===== src/hw/rst_seq_pkg.sv =====
// constants and types shared by the reset and start-up sequencer
package rst_seq_pkg;

  // clock and start-up timing
  localparam int unsigned CLK_MHZ          = 125;
  localparam int unsigned STARTUP_WAIT_MS  = 18;
  localparam int unsigned STARTUP_CYCLES   = STARTUP_WAIT_MS * 1000 * CLK_MHZ;
  localparam int unsigned STARTUP_CNT_W    = 32;

  // program counter
  localparam int unsigned PC_W             = 10;
  localparam logic [9:0]  RESET_VECTOR     = 10'h000;

  // synchroniser depth for pin inputs
  localparam int unsigned SYNC_DEPTH       = 3;

  // apb register map
  localparam logic [7:0]  ADDR_CAUSE       = 8'h00;
  localparam logic [7:0]  ADDR_IRQ_STAT    = 8'h04;
  localparam logic [7:0]  ADDR_IRQ_MASK    = 8'h08;
  localparam logic [7:0]  ADDR_CTRL        = 8'h0C;

  // cause register fields
  localparam int unsigned BIT_DOG_EXPIRY   = 0;
  localparam int unsigned BIT_SLEEP_ENTRY  = 1;
  localparam int unsigned BIT_CAUSE_POR    = 2;
  localparam int unsigned BIT_CAUSE_DROP   = 3;
  localparam int unsigned BIT_CAUSE_DOG    = 4;
  localparam int unsigned BIT_RUNNING      = 5;

  // interrupt event fields
  localparam int unsigned IRQ_W            = 4;
  localparam int unsigned EV_DROP          = 0;
  localparam int unsigned EV_DOG           = 1;
  localparam int unsigned EV_WAKE          = 2;
  localparam int unsigned EV_RELEASE       = 3;

  // control fields
  localparam int unsigned BIT_DROP_EN      = 0;
  localparam logic [1:0]  CTRL_RESET       = 2'h1;

  typedef enum logic [1:0] {
    ST_HOLD  = 2'b00,
    ST_WAIT  = 2'b01,
    ST_RUN   = 2'b11,
    ST_SLEEP = 2'b10
  } seq_state_t;

endpackage


===== src/hw/pin_sync.sv =====
// three-stage synchroniser with agreement filter for one pin
`timescale 1ns/1ps
module pin_sync (
  // clock and reset
  input  wire logic pclk,
  input  wire logic presetn,
  // pin and filtered level
  input  wire logic pin,
  output logic      level
);
  import rst_seq_pkg::*;

  logic [SYNC_DEPTH-1:0] sh_q;

  always_ff @(posedge pclk or negedge presetn) begin
    if (!presetn) begin
      sh_q  <= '0;
      level <= 1'b0;
    end else begin
      sh_q <= {sh_q[SYNC_DEPTH-2:0], pin};
      // first stage feeds only the second; change counts once stages two and three agree
      if (sh_q[1] == sh_q[2]) begin
        level <= sh_q[2];
      end
    end
  end

endmodule


===== src/hw/reset_and_startup_sequencer.sv =====
// reset and start-up sequencer with apb status and control
//
// The APB register port and the placing of the registers are this design's own decisions.
`timescale 1ns/1ps
//
// Summary of operation
// RULE1 - every reset waits a fixed 18 ms start-up before the core runs
// RULE2 - three reset sources: power-on, supply drop when enabled, watchdog overflow while running
// RULE3 - any reset holds system registers at defaults, halts core, clears program counter
// RULE4 - after the sequence the core fetches from reset vector 0000H
// RULE5 - two readable flags tell which kind of reset happened
// RULE6 - power-on: supply settles, registers initialise, oscillator starts, program runs
// RULE7 - enabled supply-drop detector below threshold triggers full system reset
// RULE8 - watchdog overflow during normal operation resets whole system
// RULE9 - watchdog reset: detect overflow, defaults, oscillator start, then run
// RULE10 - watchdog-caused reset clears the watchdog expiry flag
// RULE11 - while asleep, watchdog overflow or interrupt wakes without reset, resumes after halt
// RULE12 - start-up timed by a counter, core released synchronously to the system clock
module reset_and_startup_sequencer #(
  parameter int unsigned STARTUP_COUNT = rst_seq_pkg::STARTUP_CYCLES
) (
  // clock and reset
  input  wire logic                  pclk,
  input  wire logic                  presetn,
  // apb slave
  input  wire logic                  psel,
  input  wire logic                  penable,
  input  wire logic                  pwrite,
  input  wire logic [7:0]            paddr,
  input  wire logic [31:0]           pwdata,
  output logic      [31:0]           prdata,
  output logic                       pready,
  output logic                       pslverr,
  // reset sources, asynchronous pins
  input  wire logic                  supply_ok,
  input  wire logic                  supply_drop_reset,
  input  wire logic                  watchdog_counter_ovf,
  // core side, same clock
  input  wire logic                  sleep_req,
  input  wire logic                  wake_irq,
  output logic                       core_rst_n,
  output logic                       sys_regs_rst_n,
  output logic                       osc_en,
  output logic                       core_stall,
  output logic [rst_seq_pkg::PC_W-1:0] pc_load,
  output logic                       pc_load_en,
  output logic                       irq
);
  import rst_seq_pkg::*;

  function automatic logic hit(input logic [7:0] a, input logic [7:0] reg_addr);
    return a == reg_addr;
  endfunction

  logic                 supply_ok_s;
  logic                 drop_s;
  logic                 dog_s;
  seq_state_t           state_q;
  seq_state_t           state_d;
  logic [STARTUP_CNT_W-1:0] cnt_q;
  logic                 dog_expiry_flag_q;
  logic                 sleep_entry_flag_q;
  logic [2:0]           cause_q;
  logic [2:0]           cause_d;
  logic [1:0]           ctrl_q;
  logic [IRQ_W-1:0]     stat_q;
  logic [IRQ_W-1:0]     mask_q;
  logic                 dog_prev_q;
  logic                 drop_prev_q;
  logic                 wake_pc_q;

  pin_sync u_sync_supply (
    .pclk    (pclk),
    .presetn (presetn),
    .pin     (supply_ok),
    .level   (supply_ok_s)
  );
  pin_sync u_sync_drop (
    .pclk    (pclk),
    .presetn (presetn),
    .pin     (supply_drop_reset),
    .level   (drop_s)
  );
  pin_sync u_sync_dog (
    .pclk    (pclk),
    .presetn (presetn),
    .pin     (watchdog_counter_ovf),
    .level   (dog_s)
  );

  // apb decode
  wire wr_en     = psel && penable && pwrite;
  wire rd_en     = psel && penable && !pwrite;
  wire sel_cause = hit(paddr, ADDR_CAUSE);
  wire sel_stat  = hit(paddr, ADDR_IRQ_STAT);
  wire sel_mask  = hit(paddr, ADDR_IRQ_MASK);
  wire sel_ctrl  = hit(paddr, ADDR_CTRL);
  wire mapped    = sel_cause || sel_stat || sel_mask || sel_ctrl;

  // edge events, so a stuck level counts once
  wire dog_edge  = dog_s && !dog_prev_q;
  wire drop_edge = drop_s && !drop_prev_q;

  // reset sources
  wire src_por   = !supply_ok_s;                                      // RULE2 RULE6
  wire src_drop  = drop_s && ctrl_q[BIT_DROP_EN];                     // RULE2 RULE7
  wire src_dog   = dog_edge && (state_q == ST_RUN);                   // RULE2 RULE8
  wire any_reset = src_por || src_drop || src_dog;
  wire wake      = (state_q == ST_SLEEP) && (dog_edge || wake_irq);   // RULE11
  wire cnt_done  = cnt_q >= STARTUP_CNT_W'(STARTUP_COUNT - 1);
  // resume path keeps the core out of reset; any new reset source cancels it at once
  wire resume    = (wake_pc_q || wake) && (state_d != ST_HOLD);       // RULE11

  always_comb begin
    state_d = state_q;
    cause_d = cause_q;
    if (src_por) begin
      state_d = ST_HOLD;
      cause_d = 3'b001;
    end else if (src_drop) begin
      state_d = ST_HOLD;
      cause_d = 3'b010;
    end else if (src_dog) begin
      state_d = ST_HOLD;                                              // RULE9
      cause_d = 3'b100;
    end else begin
      case (state_q)
        ST_HOLD:  state_d = ST_WAIT;                                  // RULE6 RULE9
        ST_WAIT:  state_d = cnt_done ? ST_RUN : ST_WAIT;              // RULE1
        ST_RUN:   state_d = sleep_req ? ST_SLEEP : ST_RUN;
        ST_SLEEP: state_d = wake ? ST_WAIT : ST_SLEEP;                // RULE11
        default:  state_d = ST_HOLD;
      endcase
    end
  end

  always_ff @(posedge pclk or negedge presetn) begin
    if (!presetn) begin
      state_q <= ST_HOLD;
      cause_q <= 3'b001;
    end else begin
      state_q <= state_d;
      cause_q <= cause_d;
    end
  end

  // start-up counter; cleared on entry, counts in wait only
  always_ff @(posedge pclk or negedge presetn) begin
    if (!presetn) begin
      cnt_q <= '0;
    end else if (state_q != ST_WAIT) begin
      cnt_q <= '0;
    end else if (!cnt_done) begin
      cnt_q <= cnt_q + 1'b1;                                          // RULE1 RULE12
    end
  end

  // flags: active-low expiry like the classic status bit, 1 means no overflow
  always_ff @(posedge pclk or negedge presetn) begin
    if (!presetn) begin
      dog_expiry_flag_q  <= 1'b1;
      sleep_entry_flag_q <= 1'b1;
      wake_pc_q          <= 1'b0;
      dog_prev_q         <= 1'b0;
      drop_prev_q        <= 1'b0;
    end else begin
      dog_prev_q  <= dog_s;
      drop_prev_q <= drop_s;
      if (src_por) begin
        dog_expiry_flag_q  <= 1'b1;                                   // RULE5
        sleep_entry_flag_q <= 1'b1;
      end else if (src_dog || (wake && dog_edge)) begin
        dog_expiry_flag_q  <= 1'b0;                                   // RULE10
      end
      if (state_q == ST_RUN && state_d == ST_SLEEP) begin
        sleep_entry_flag_q <= 1'b0;                                   // RULE5
      end
      if (any_reset) begin
        wake_pc_q <= 1'b0;
      end else if (wake) begin
        wake_pc_q <= 1'b1;
      end
    end
  end

  // control register; supply-drop enable stands in for the config option
  always_ff @(posedge pclk or negedge presetn) begin
    if (!presetn) begin
      ctrl_q <= CTRL_RESET;
    end else if (wr_en && sel_ctrl) begin
      ctrl_q <= pwdata[1:0];
    end
  end

  // interrupt status, set wins; a read clears only the bits it reported, so a setup-cycle event survives
  wire [IRQ_W-1:0] ev = {(state_q == ST_WAIT) && cnt_done, wake, src_dog, drop_edge && ctrl_q[BIT_DROP_EN]};
  always_ff @(posedge pclk or negedge presetn) begin
    if (!presetn) begin
      stat_q <= '0;
      mask_q <= '0;
    end else begin
      stat_q <= (stat_q & ~((rd_en && sel_stat) ? prdata[IRQ_W-1:0] : '0)) | ev;
      if (wr_en && sel_mask) begin
        mask_q <= pwdata[IRQ_W-1:0];
      end
    end
  end

  // read data from flops
  wire [31:0] rd_mux =
    sel_cause ? {26'h0, (state_q == ST_RUN), cause_q, sleep_entry_flag_q, dog_expiry_flag_q} :
    sel_stat  ? {28'h0, stat_q} :
    sel_mask  ? {28'h0, mask_q} :
    sel_ctrl  ? {30'h0, ctrl_q} : 32'h0;
  always_ff @(posedge pclk or negedge presetn) begin
    if (!presetn) begin
      prdata <= 32'h0;
    end else if (psel && !penable && !pwrite) begin
      prdata <= rd_mux;
    end
  end

  assign pready  = 1'b1;
  assign pslverr = psel && penable && !mapped;
  assign irq     = |(stat_q & mask_q);

  // core outputs, all synchronous to pclk
  always_ff @(posedge pclk or negedge presetn) begin
    if (!presetn) begin
      core_rst_n     <= 1'b0;
      sys_regs_rst_n <= 1'b0;
      osc_en         <= 1'b0;
      core_stall     <= 1'b1;
      pc_load        <= RESET_VECTOR;
      pc_load_en     <= 1'b1;
    end else begin
      sys_regs_rst_n <= (state_d != ST_HOLD);                         // RULE3
      core_rst_n     <= (state_d == ST_RUN) || (state_d == ST_SLEEP) || resume; // RULE12
      osc_en         <= (state_d != ST_HOLD) && (state_d != ST_SLEEP); // RULE6 RULE9
      core_stall     <= (state_d != ST_RUN);
      pc_load        <= RESET_VECTOR;                                 // RULE3 RULE4
      pc_load_en     <= (state_d == ST_HOLD) || ((state_d == ST_WAIT) && !resume);
    end
  end

  // checks
  property p_wait_full;
    @(posedge pclk) disable iff (!presetn)
      $rose(state_q == ST_RUN) |-> $past(cnt_done);
  endproperty
  a_wait_full: assert property (p_wait_full) else $error("run entered before start-up count"); // RULE1

  property p_dog_resets;
    @(posedge pclk) disable iff (!presetn)
      src_dog |=> state_q == ST_HOLD && !sys_regs_rst_n;
  endproperty
  a_dog_resets: assert property (p_dog_resets) else $error("watchdog overflow did not reset"); // RULE8

  property p_hold_regs;
    @(posedge pclk) disable iff (!presetn)
      state_q == ST_HOLD |-> !sys_regs_rst_n && !core_rst_n && pc_load_en;
  endproperty
  a_hold_regs: assert property (p_hold_regs) else $error("hold did not reset registers"); // RULE3

  property p_vector;
    @(posedge pclk) disable iff (!presetn)
      pc_load_en |-> pc_load == RESET_VECTOR;
  endproperty
  a_vector: assert property (p_vector) else $error("reset vector wrong"); // RULE4

  property p_expiry;
    @(posedge pclk) disable iff (!presetn)
      src_dog |=> !dog_expiry_flag_q;
  endproperty
  a_expiry: assert property (p_expiry) else $error("expiry flag not cleared"); // RULE10

  property p_drop;
    @(posedge pclk) disable iff (!presetn)
      drop_s && ctrl_q[BIT_DROP_EN] |=> state_q == ST_HOLD;
  endproperty
  a_drop: assert property (p_drop) else $error("enabled supply drop did not reset"); // RULE7

  property p_wake;
    @(posedge pclk) disable iff (!presetn)
      wake && !src_por && !src_drop |=> state_q == ST_WAIT ##1 (!pc_load_en)[*2];
  endproperty
  a_wake: assert property (p_wake) else $error("wake reloaded reset vector"); // RULE11

  property p_osc_order;
    @(posedge pclk) disable iff (!presetn)
      $rose(core_rst_n) && !$past(wake_pc_q) |-> $past(osc_en, 2);
  endproperty
  a_osc_order: assert property (p_osc_order) else $error("core released before oscillator"); // RULE6

  property p_wake_keeps_core;
    @(posedge pclk) disable iff (!presetn)
      wake && !src_por && !src_drop |=> core_rst_n;
  endproperty
  a_wake_keeps_core: assert property (p_wake_keeps_core) else $error("wake pulled core into reset"); // RULE11

  property p_run_release;
    @(posedge pclk) disable iff (!presetn)
      state_q == ST_RUN |-> core_rst_n && !core_stall && !pc_load_en;
  endproperty
  a_run_release: assert property (p_run_release) else $error("core not released in run"); // RULE12

  property p_por_flags;
    @(posedge pclk) disable iff (!presetn)
      src_por |=> state_q == ST_HOLD && dog_expiry_flag_q && sleep_entry_flag_q;
  endproperty
  a_por_flags: assert property (p_por_flags) else $error("power-on did not set both flags"); // RULE5

endmodule


===== config.mk =====
export PLATFORM = sky130hd
export DESIGN_NAME = reset_and_startup_sequencer
export DESIGN_NICKNAME = d
export VERILOG_FILES = /design/src/hw/rst_seq_pkg.sv /design/src/hw/pin_sync.sv /design/src/hw/reset_and_startup_sequencer.sv
export SDC_FILE = /design/constraint.sdc
export NUM_CORES = 1
export LEC_CHECK = 0
export ABC_AREA = 1
export BUFFER_PORTS_ARGS = -buffer_cell sky130_fd_sc_hd__buf_2
export CORE_UTILIZATION = 35
export CTS_BUF_LIST = sky130_fd_sc_hd__clkbuf_4 sky130_fd_sc_hd__clkbuf_8
export CTS_CLUSTER_DIAMETER = 150
export DETAILED_ROUTE_END_ITERATION = 6
export GPL_ROUTABILITY_DRIVEN = 0
export PLACE_DENSITY = 0.59
export SLEW_MARGIN = 30
export SYNTH_ARGS = -nofsm -noshare
export SYNTH_HDL_FRONTEND = slang
export SYNTH_SLANG_ARGS = --single-unit

===== constraint.sdc =====
create_clock -name pclk -period 4.4 [get_ports pclk]
set_input_delay 0.88 -clock pclk [delete_from_list [all_inputs] [get_ports pclk]]
set_output_delay 0.88 -clock pclk [all_outputs]
set_load 0.01 [all_outputs]

# After elaboration in Yosys (flattened, before gate mapping)
# Index checks and enable logic that the tools add are counted.
# W data, S select, Z words.
# word_totals
reg_bits	101
input_bits	50
output_inout_bits	50
word_cells	116
# classes
add_sub_neg	1
order_cmp	1
eq_ne	19
mux	23
bitwise_logic	4
n_reduce_logical	45
# ops
op	n
$mux W32	2
$add A32 B1 Y32 const B	1
$ge A32 B22 Y1 const B	1
$logic_and A1 B1 Y1	21
$eq A8 B4 Y1 const B	2
$mux W2	6
$mux W4	3
$logic_or A1 B1 Y1	11
$mux W3	3
$and A4 B4 Y4	2
$eq A2 B2 Y1 const B	4
$eq A8 B3 Y1 const B	1
$logic_not A8 Y1	1
$ne A2 B2 Y1 const B	4
$pmux W2 S4	1
$logic_not A1 Y1	7
$mux W1	7
$mux W6	1
$eq A2 B1 Y1 const B	2
$logic_not A2 Y1	2
$ne A2 B1 Y1 const B	2
$not A4 Y4	1
$or A4 B4 Y4	1
$reduce_bool A2 Y1	2
3 further kinds	5

# Longest topological paths before layout
# depth
depth_word	14
mapped_depth	14
ltp_nobuf	13

# Cells and area by module
# A second synthesis with hierarchy kept.
# hier_totals
cells_unflattened	476
hier_area_um2	3881.2
# modules_own_cells
mod	instances	cells_per_inst	area_per_inst_um2	seq_area_each_um2
reset_and_startup_sequencer	1	452	3532.1	1584.0
pin_sync	3	8	116.4	100.1

# Least setup slack after synthesis
# Ideal clock, no wire load.
# synth_timing
kind	input to output
from	in paddr[7]
to	out pslverr
arrival_ps	1639
required_time_ps	3520
path_slack_ps	1881
stages	6
path_buffers	0
cell_sequence	nor2_1 > nand2_1 > inv_1 > nand4_1 > o21ai_0 > nor4_1
# synth_via
elab_chain_cells	6
elab_cells_between_ends	9
classes_between	eq/ne: 3; reduce/logical: 6
# synth_lines
item	line_no	text
start, declared	reset_and_startup_sequencer.sv:29	input wire logic [7:0] paddr,
$eq A8 B3 Y1 / $logic_not A8 Y1 (equally long branches)	reset_and_startup_sequencer.sv:52	return a == reg_addr;
$logic_or A1 B1 Y1 (2 in series)	reset_and_startup_sequencer.sv:98	wire mapped = sel_cause || sel_stat || sel_mask || sel_ctrl;
$logic_or A1 B1 Y1 *	reset_and_startup_sequencer.sv:98	
$logic_not A1 Y1 *	reset_and_startup_sequencer.sv:224	assign pslverr = psel && penable && !mapped;
$logic_and A1 B1 Y1 *	reset_and_startup_sequencer.sv:224	
end, declared	reset_and_startup_sequencer.sv:33	output logic pslverr,
# Mark *: on every way between the ends. The rest lies on a longest branch, timed or not.

# Final worst setup path
# layout_timing
from	in paddr[1]
to	out pslverr
# The elaborated chain is that of the path after synthesis.

==> summary by stage <==
Clock tree
The H-tree was split into 3 levels. After clock tree synthesis, the flow added hold-fix buffers numbering 0. For this design, the sink count on the clock tree is 75. TritonCTS built the clock tree.

The tree is rooted in a sky130_fd_sc_hd__clkbuf_8. The insertion delay to the later sink of the worst-skew pair is 0.36 ns. The clock input transition at the sequential cells of the worst setup and hold paths is about 0.070 ns. Counting along the longest clock path gives a buffer depth of 2. Buffers inserted during clock tree synthesis total 9.

In this run the post-CTS setup repair buffer count came out at 0. Post-CTS repair changed the size of 0 cells.

Global route
For this run, the total global-route usage over all layers was measured as 0.140. Entering global routing, the biggest net connects 76 pins. The first-pass GRT wire length is between 10 and 15 mm.

The initial antenna violation count is 0. The overflow left after global routing is 0. The via count of the first global-routing pass is 2729.

Finish
From synthesis to final layout, the design area changed by 8.61%. For this run, the post-layout net count is 554. The number of antenna diodes in the final layout is 0. Leaving out filler cells and counting taps, the final layout contains 648. The share of layout cells above drive strength 1 is 0.148. In the layout the commonest cells are 108 x sky130_fd_sc_hd__nand2_1, 69 x sky130_fd_sc_hd__dfrtp_1, 54 x sky130_fd_sc_hd__inv_1, 54 x sky130_fd_sc_hd__nor2_1, 37 x sky130_fd_sc_hd__conb_1. The cell area after layout is roughly 4200 sq um. The library cell used most frequently in the layout, excluding fill and tap cells, is sky130_fd_sc_hd__nand2_1.

The layout has roughly 1100 filler cells.

Yosys
In the post-synthesis netlist, the biggest area contributors are sky130_fd_sc_hd__dfrtp_1 45%, sky130_fd_sc_hd__nand2_1 10%, sky130_fd_sc_hd__buf_4 7.4%. The area fraction of the dominant cell type after synthesis is 0.445. The simple-gate share of the synthesized area is 0.244. The share of the yosys chip area belonging to registers is 0.486.

The post-synthesis instance total is 469. The fraction of the mapped netlist area in adder cells is 0.0110. The cell area that synthesis handed to floorplanning was roughly 3900 sq um. The complex-gate fraction of the synthesized area came to 0.0797. The number of flops mapped to enable cells by yosys is 0. The largest area contributor in the netlist is sky130_fd_sc_hd__dfrtp_1. The number of different library cells used by synthesis comes to 39. The count of yosys warnings during synthesis is 0. The portion of synthesized area spent on multiplexers is 0.00580.

The async set-or-reset flop fraction in the synthesized netlist is 1.00. The average instance in the mapped netlist occupies 8.27 sq um. The dominant combinational cell family by area after synthesis is simple AND/OR/NAND/NOR gates. The number of synthesized register bits is 75.

Of the total synthesized cell area, the portion taken by XOR and XNOR cells is 0.0226. Among all flip-flop cells after synthesis, the most frequent one is sky130_fd_sc_hd__dfrtp_1.

Die
The area inside the core boundary is around 11000 sq um. The effective utilization at floorplan is 0.358. In this run the core area contains 38 standard-cell rows.

Pin placement for this block handled 100 I/O pins. The die area is between 10000 and 15000 sq um. The die is 107 um tall.

From left edge to right edge, the die measures between 100 and 150 um.

Place
After legalization and detailed placement, the total HPWL measured 5.35 mm. Port buffering added 34 buffers. The placed cell count is between 600 and 700. The placed instances occupy a cell area of roughly 4000 sq um.

STA
The final worst-path cycle share is 0.630. The aggregate negative setup slack is 0 ns. Setup repair after global routing left no endpoint under its margin. Between clock sinks in the finished design, the worst skew comes to around 0.013 ns. The total count of hold-check failures in the final report is 0. Setup violations remaining at the end of the flow were counted as 0. The max-slew violation count came to 0. The worst slew margin relative to its limit is 0.458. The slew at the pin closest to its max-slew limit is around 0.81 ns. Static timing analysis puts the maximum clock frequency at approximately 360 MHz. The smallest clock period supported by the final layout is computed as between 2 and 3 ns.

Hold path
The min-delay analysis places its worst path in the category reg2reg. The worst hold path begins at u_sync_drop.sh_q[0].

Routing
The final wirelength is about 7.4 mm. In this run, the number of DRC markers left after iteration 0 of detailed routing was approximately 200. The detailed-route DRC error count is 0. The routed via count divided by cell count is about 4.6. Summing over every cut layer, the via total after detailed routing is roughly 3000.

Once detail routing completed, the nets flagged for antenna violations numbered 0. The first TritonRoute pass finished after 4 iterations. Dividing the detail-routed wire length by the instance count gives approximately 11 um.

Power and ir drop
The worst-case IR drop observed on VDD is around 0.14 mV. The leakage dissipation is 2.00 nW. Total power for the finished layout comes to 1.37 mW.

The cell area power density is between 300 and 400 nW/um^2.

Critical path
The kind of start point of the critical path is a primary input. Data on the critical path arrives at its endpoint at 1.89 ns. The startpoint of the worst setup timing path is paddr[1]. The beginning of the worst register-to-register path is cnt_q[0].

Setup slack on the worst reg-to-reg path comes out at 2.24 ns. The worst-path maximum fanout is 6. The kind of capture point of the worst setup path is a primary output. The worst setup path is of the in2out kind. The critical path required time is 3.52 ns.

Flow run
The number of max-capacitance violations reported is 0.

Run status
The flow ran to the end, and the final reports show no timing, DRC or antenna violations.
## registers in the layout, summed over array words and instances (netlist names), 2 cells and up
signal / flops
cause_q: 3
cnt_q: 32
ctrl_q: 2
mask_q: 4
prdata: 6
stat_q: 4
state_q: 2
u_sync_dog.sh_q: 3
u_sync_drop.sh_q: 3
u_sync_supply.sh_q: 3
## layer usage
layer	up-vias	global-route usage	wire [um]
met5	-	0	0
met4	0	0.0528	112
met3	12	0.0321	321
met2	76	0.241	3470
met1	1385	0.171	3450
li1	1485	-	-
## kinds of logic (layout without fill, tap and decap cells)
group / Yosys count / after routing
AOI/OAI and AO/OA: 51 / 51
xor gates and xnor gates: 10 / 10
adders and majority gates: 4 / 4
buffers and inverters: 106 / 110
DFF: 75 / 75
muxes: 2 / 2
other: 2 / 37
and+or+nand+nor: 219 / 219
## worst max-delay path: stages
cell and delay [ns]:
sky130_fd_sc_hd__buf_2 0.09, sky130_fd_sc_hd__nor2_1 0.21, sky130_fd_sc_hd__nand3_1 0.11, sky130_fd_sc_hd__nor2_1 0.32, sky130_fd_sc_hd__nor4_1 0.12, sky130_fd_sc_hd__buf_2 0.16
## through the flow
| step | util | hold WS, ns | setup WS (ns) |
|---|---|---|---|
| detailed placement | 0.369 | 0.336 | 1.64 |
| global placement | 0.369 | 0.335 | 1.70 |
| global route | 0.389 | 0.357 | 1.44 |
| floorplan | - | 0.331 | 1.88 |
| CTS | 0.388 | 0.354 | 1.64 |
| finish | 0.389 | 0.351 | 1.63 |
## synth_stat cells, types with 2 or more instances
library cell and n:
sky130_fd_sc_hd__dfrtp_1 69, sky130_fd_sc_hd__clkbuf_1 2, sky130_fd_sc_hd__o21ai_0 16, sky130_fd_sc_hd__a21oi_1 9, sky130_fd_sc_hd__inv_2 4, sky130_fd_sc_hd__inv_1 54, sky130_fd_sc_hd__dfstp_2 6, sky130_fd_sc_hd__nand4_1 15
sky130_fd_sc_hd__a211oi_1 2, sky130_fd_sc_hd__conb_1 2, sky130_fd_sc_hd__nand3_1 23, sky130_fd_sc_hd__buf_4 38, sky130_fd_sc_hd__nor3_1 7, sky130_fd_sc_hd__mux2_2 2, sky130_fd_sc_hd__xor2_1 7, sky130_fd_sc_hd__nor2_2 2
sky130_fd_sc_hd__nand2_1 108, sky130_fd_sc_hd__buf_6 5, sky130_fd_sc_hd__nand2_4 2, sky130_fd_sc_hd__nor2_1 54, sky130_fd_sc_hd__xnor2_1 3, sky130_fd_sc_hd__o21ai_1 9, sky130_fd_sc_hd__nand2_2 2, sky130_fd_sc_hd__nor4_1 3
sky130_fd_sc_hd__o31ai_1 8, sky130_fd_sc_hd__maj3_1 3, sky130_fd_sc_hd__a22o_1 2
## report_power, final
group | total [mW] | internal [mW] | leakage [nW] | switching [mW]
clock network | 0.547 | 0.286 | 0.103 | 0.261
registers | 0.725 | 0.711 | 0.965 | 0.0143
logic | 0.0945 | 0.0254 | 0.932 | 0.0691
## path summary, 6_finish.rpt
path / to / cells past startpoint
setup / recovery: pslverr / 6
max in group asynchronous: cnt_q[11] / 1
hold / removal: u_sync_drop.sh_q[1] / 0
hold reg to reg: u_sync_drop.sh_q[1] / 0
min in group asynchronous: cnt_q[24] / 1
setup reg to reg: cnt_q[6] / 11
## final cells by class
type | instances | area [sq um] | area share
clock inverter | 5 | 60.1 | 0.0143
sequential | 75 | 1880 | 0.447
inverter | 60 | 226 | 0.0537
tap | 140 | 175 | 0.0416
multi-input combinational | 323 | 1550 | 0.367
timing repair buffer | 34 | 176 | 0.0419
clock buffer | 11 | 145 | 0.0344
Note: power is estimated with default switching activity, not from simulation.
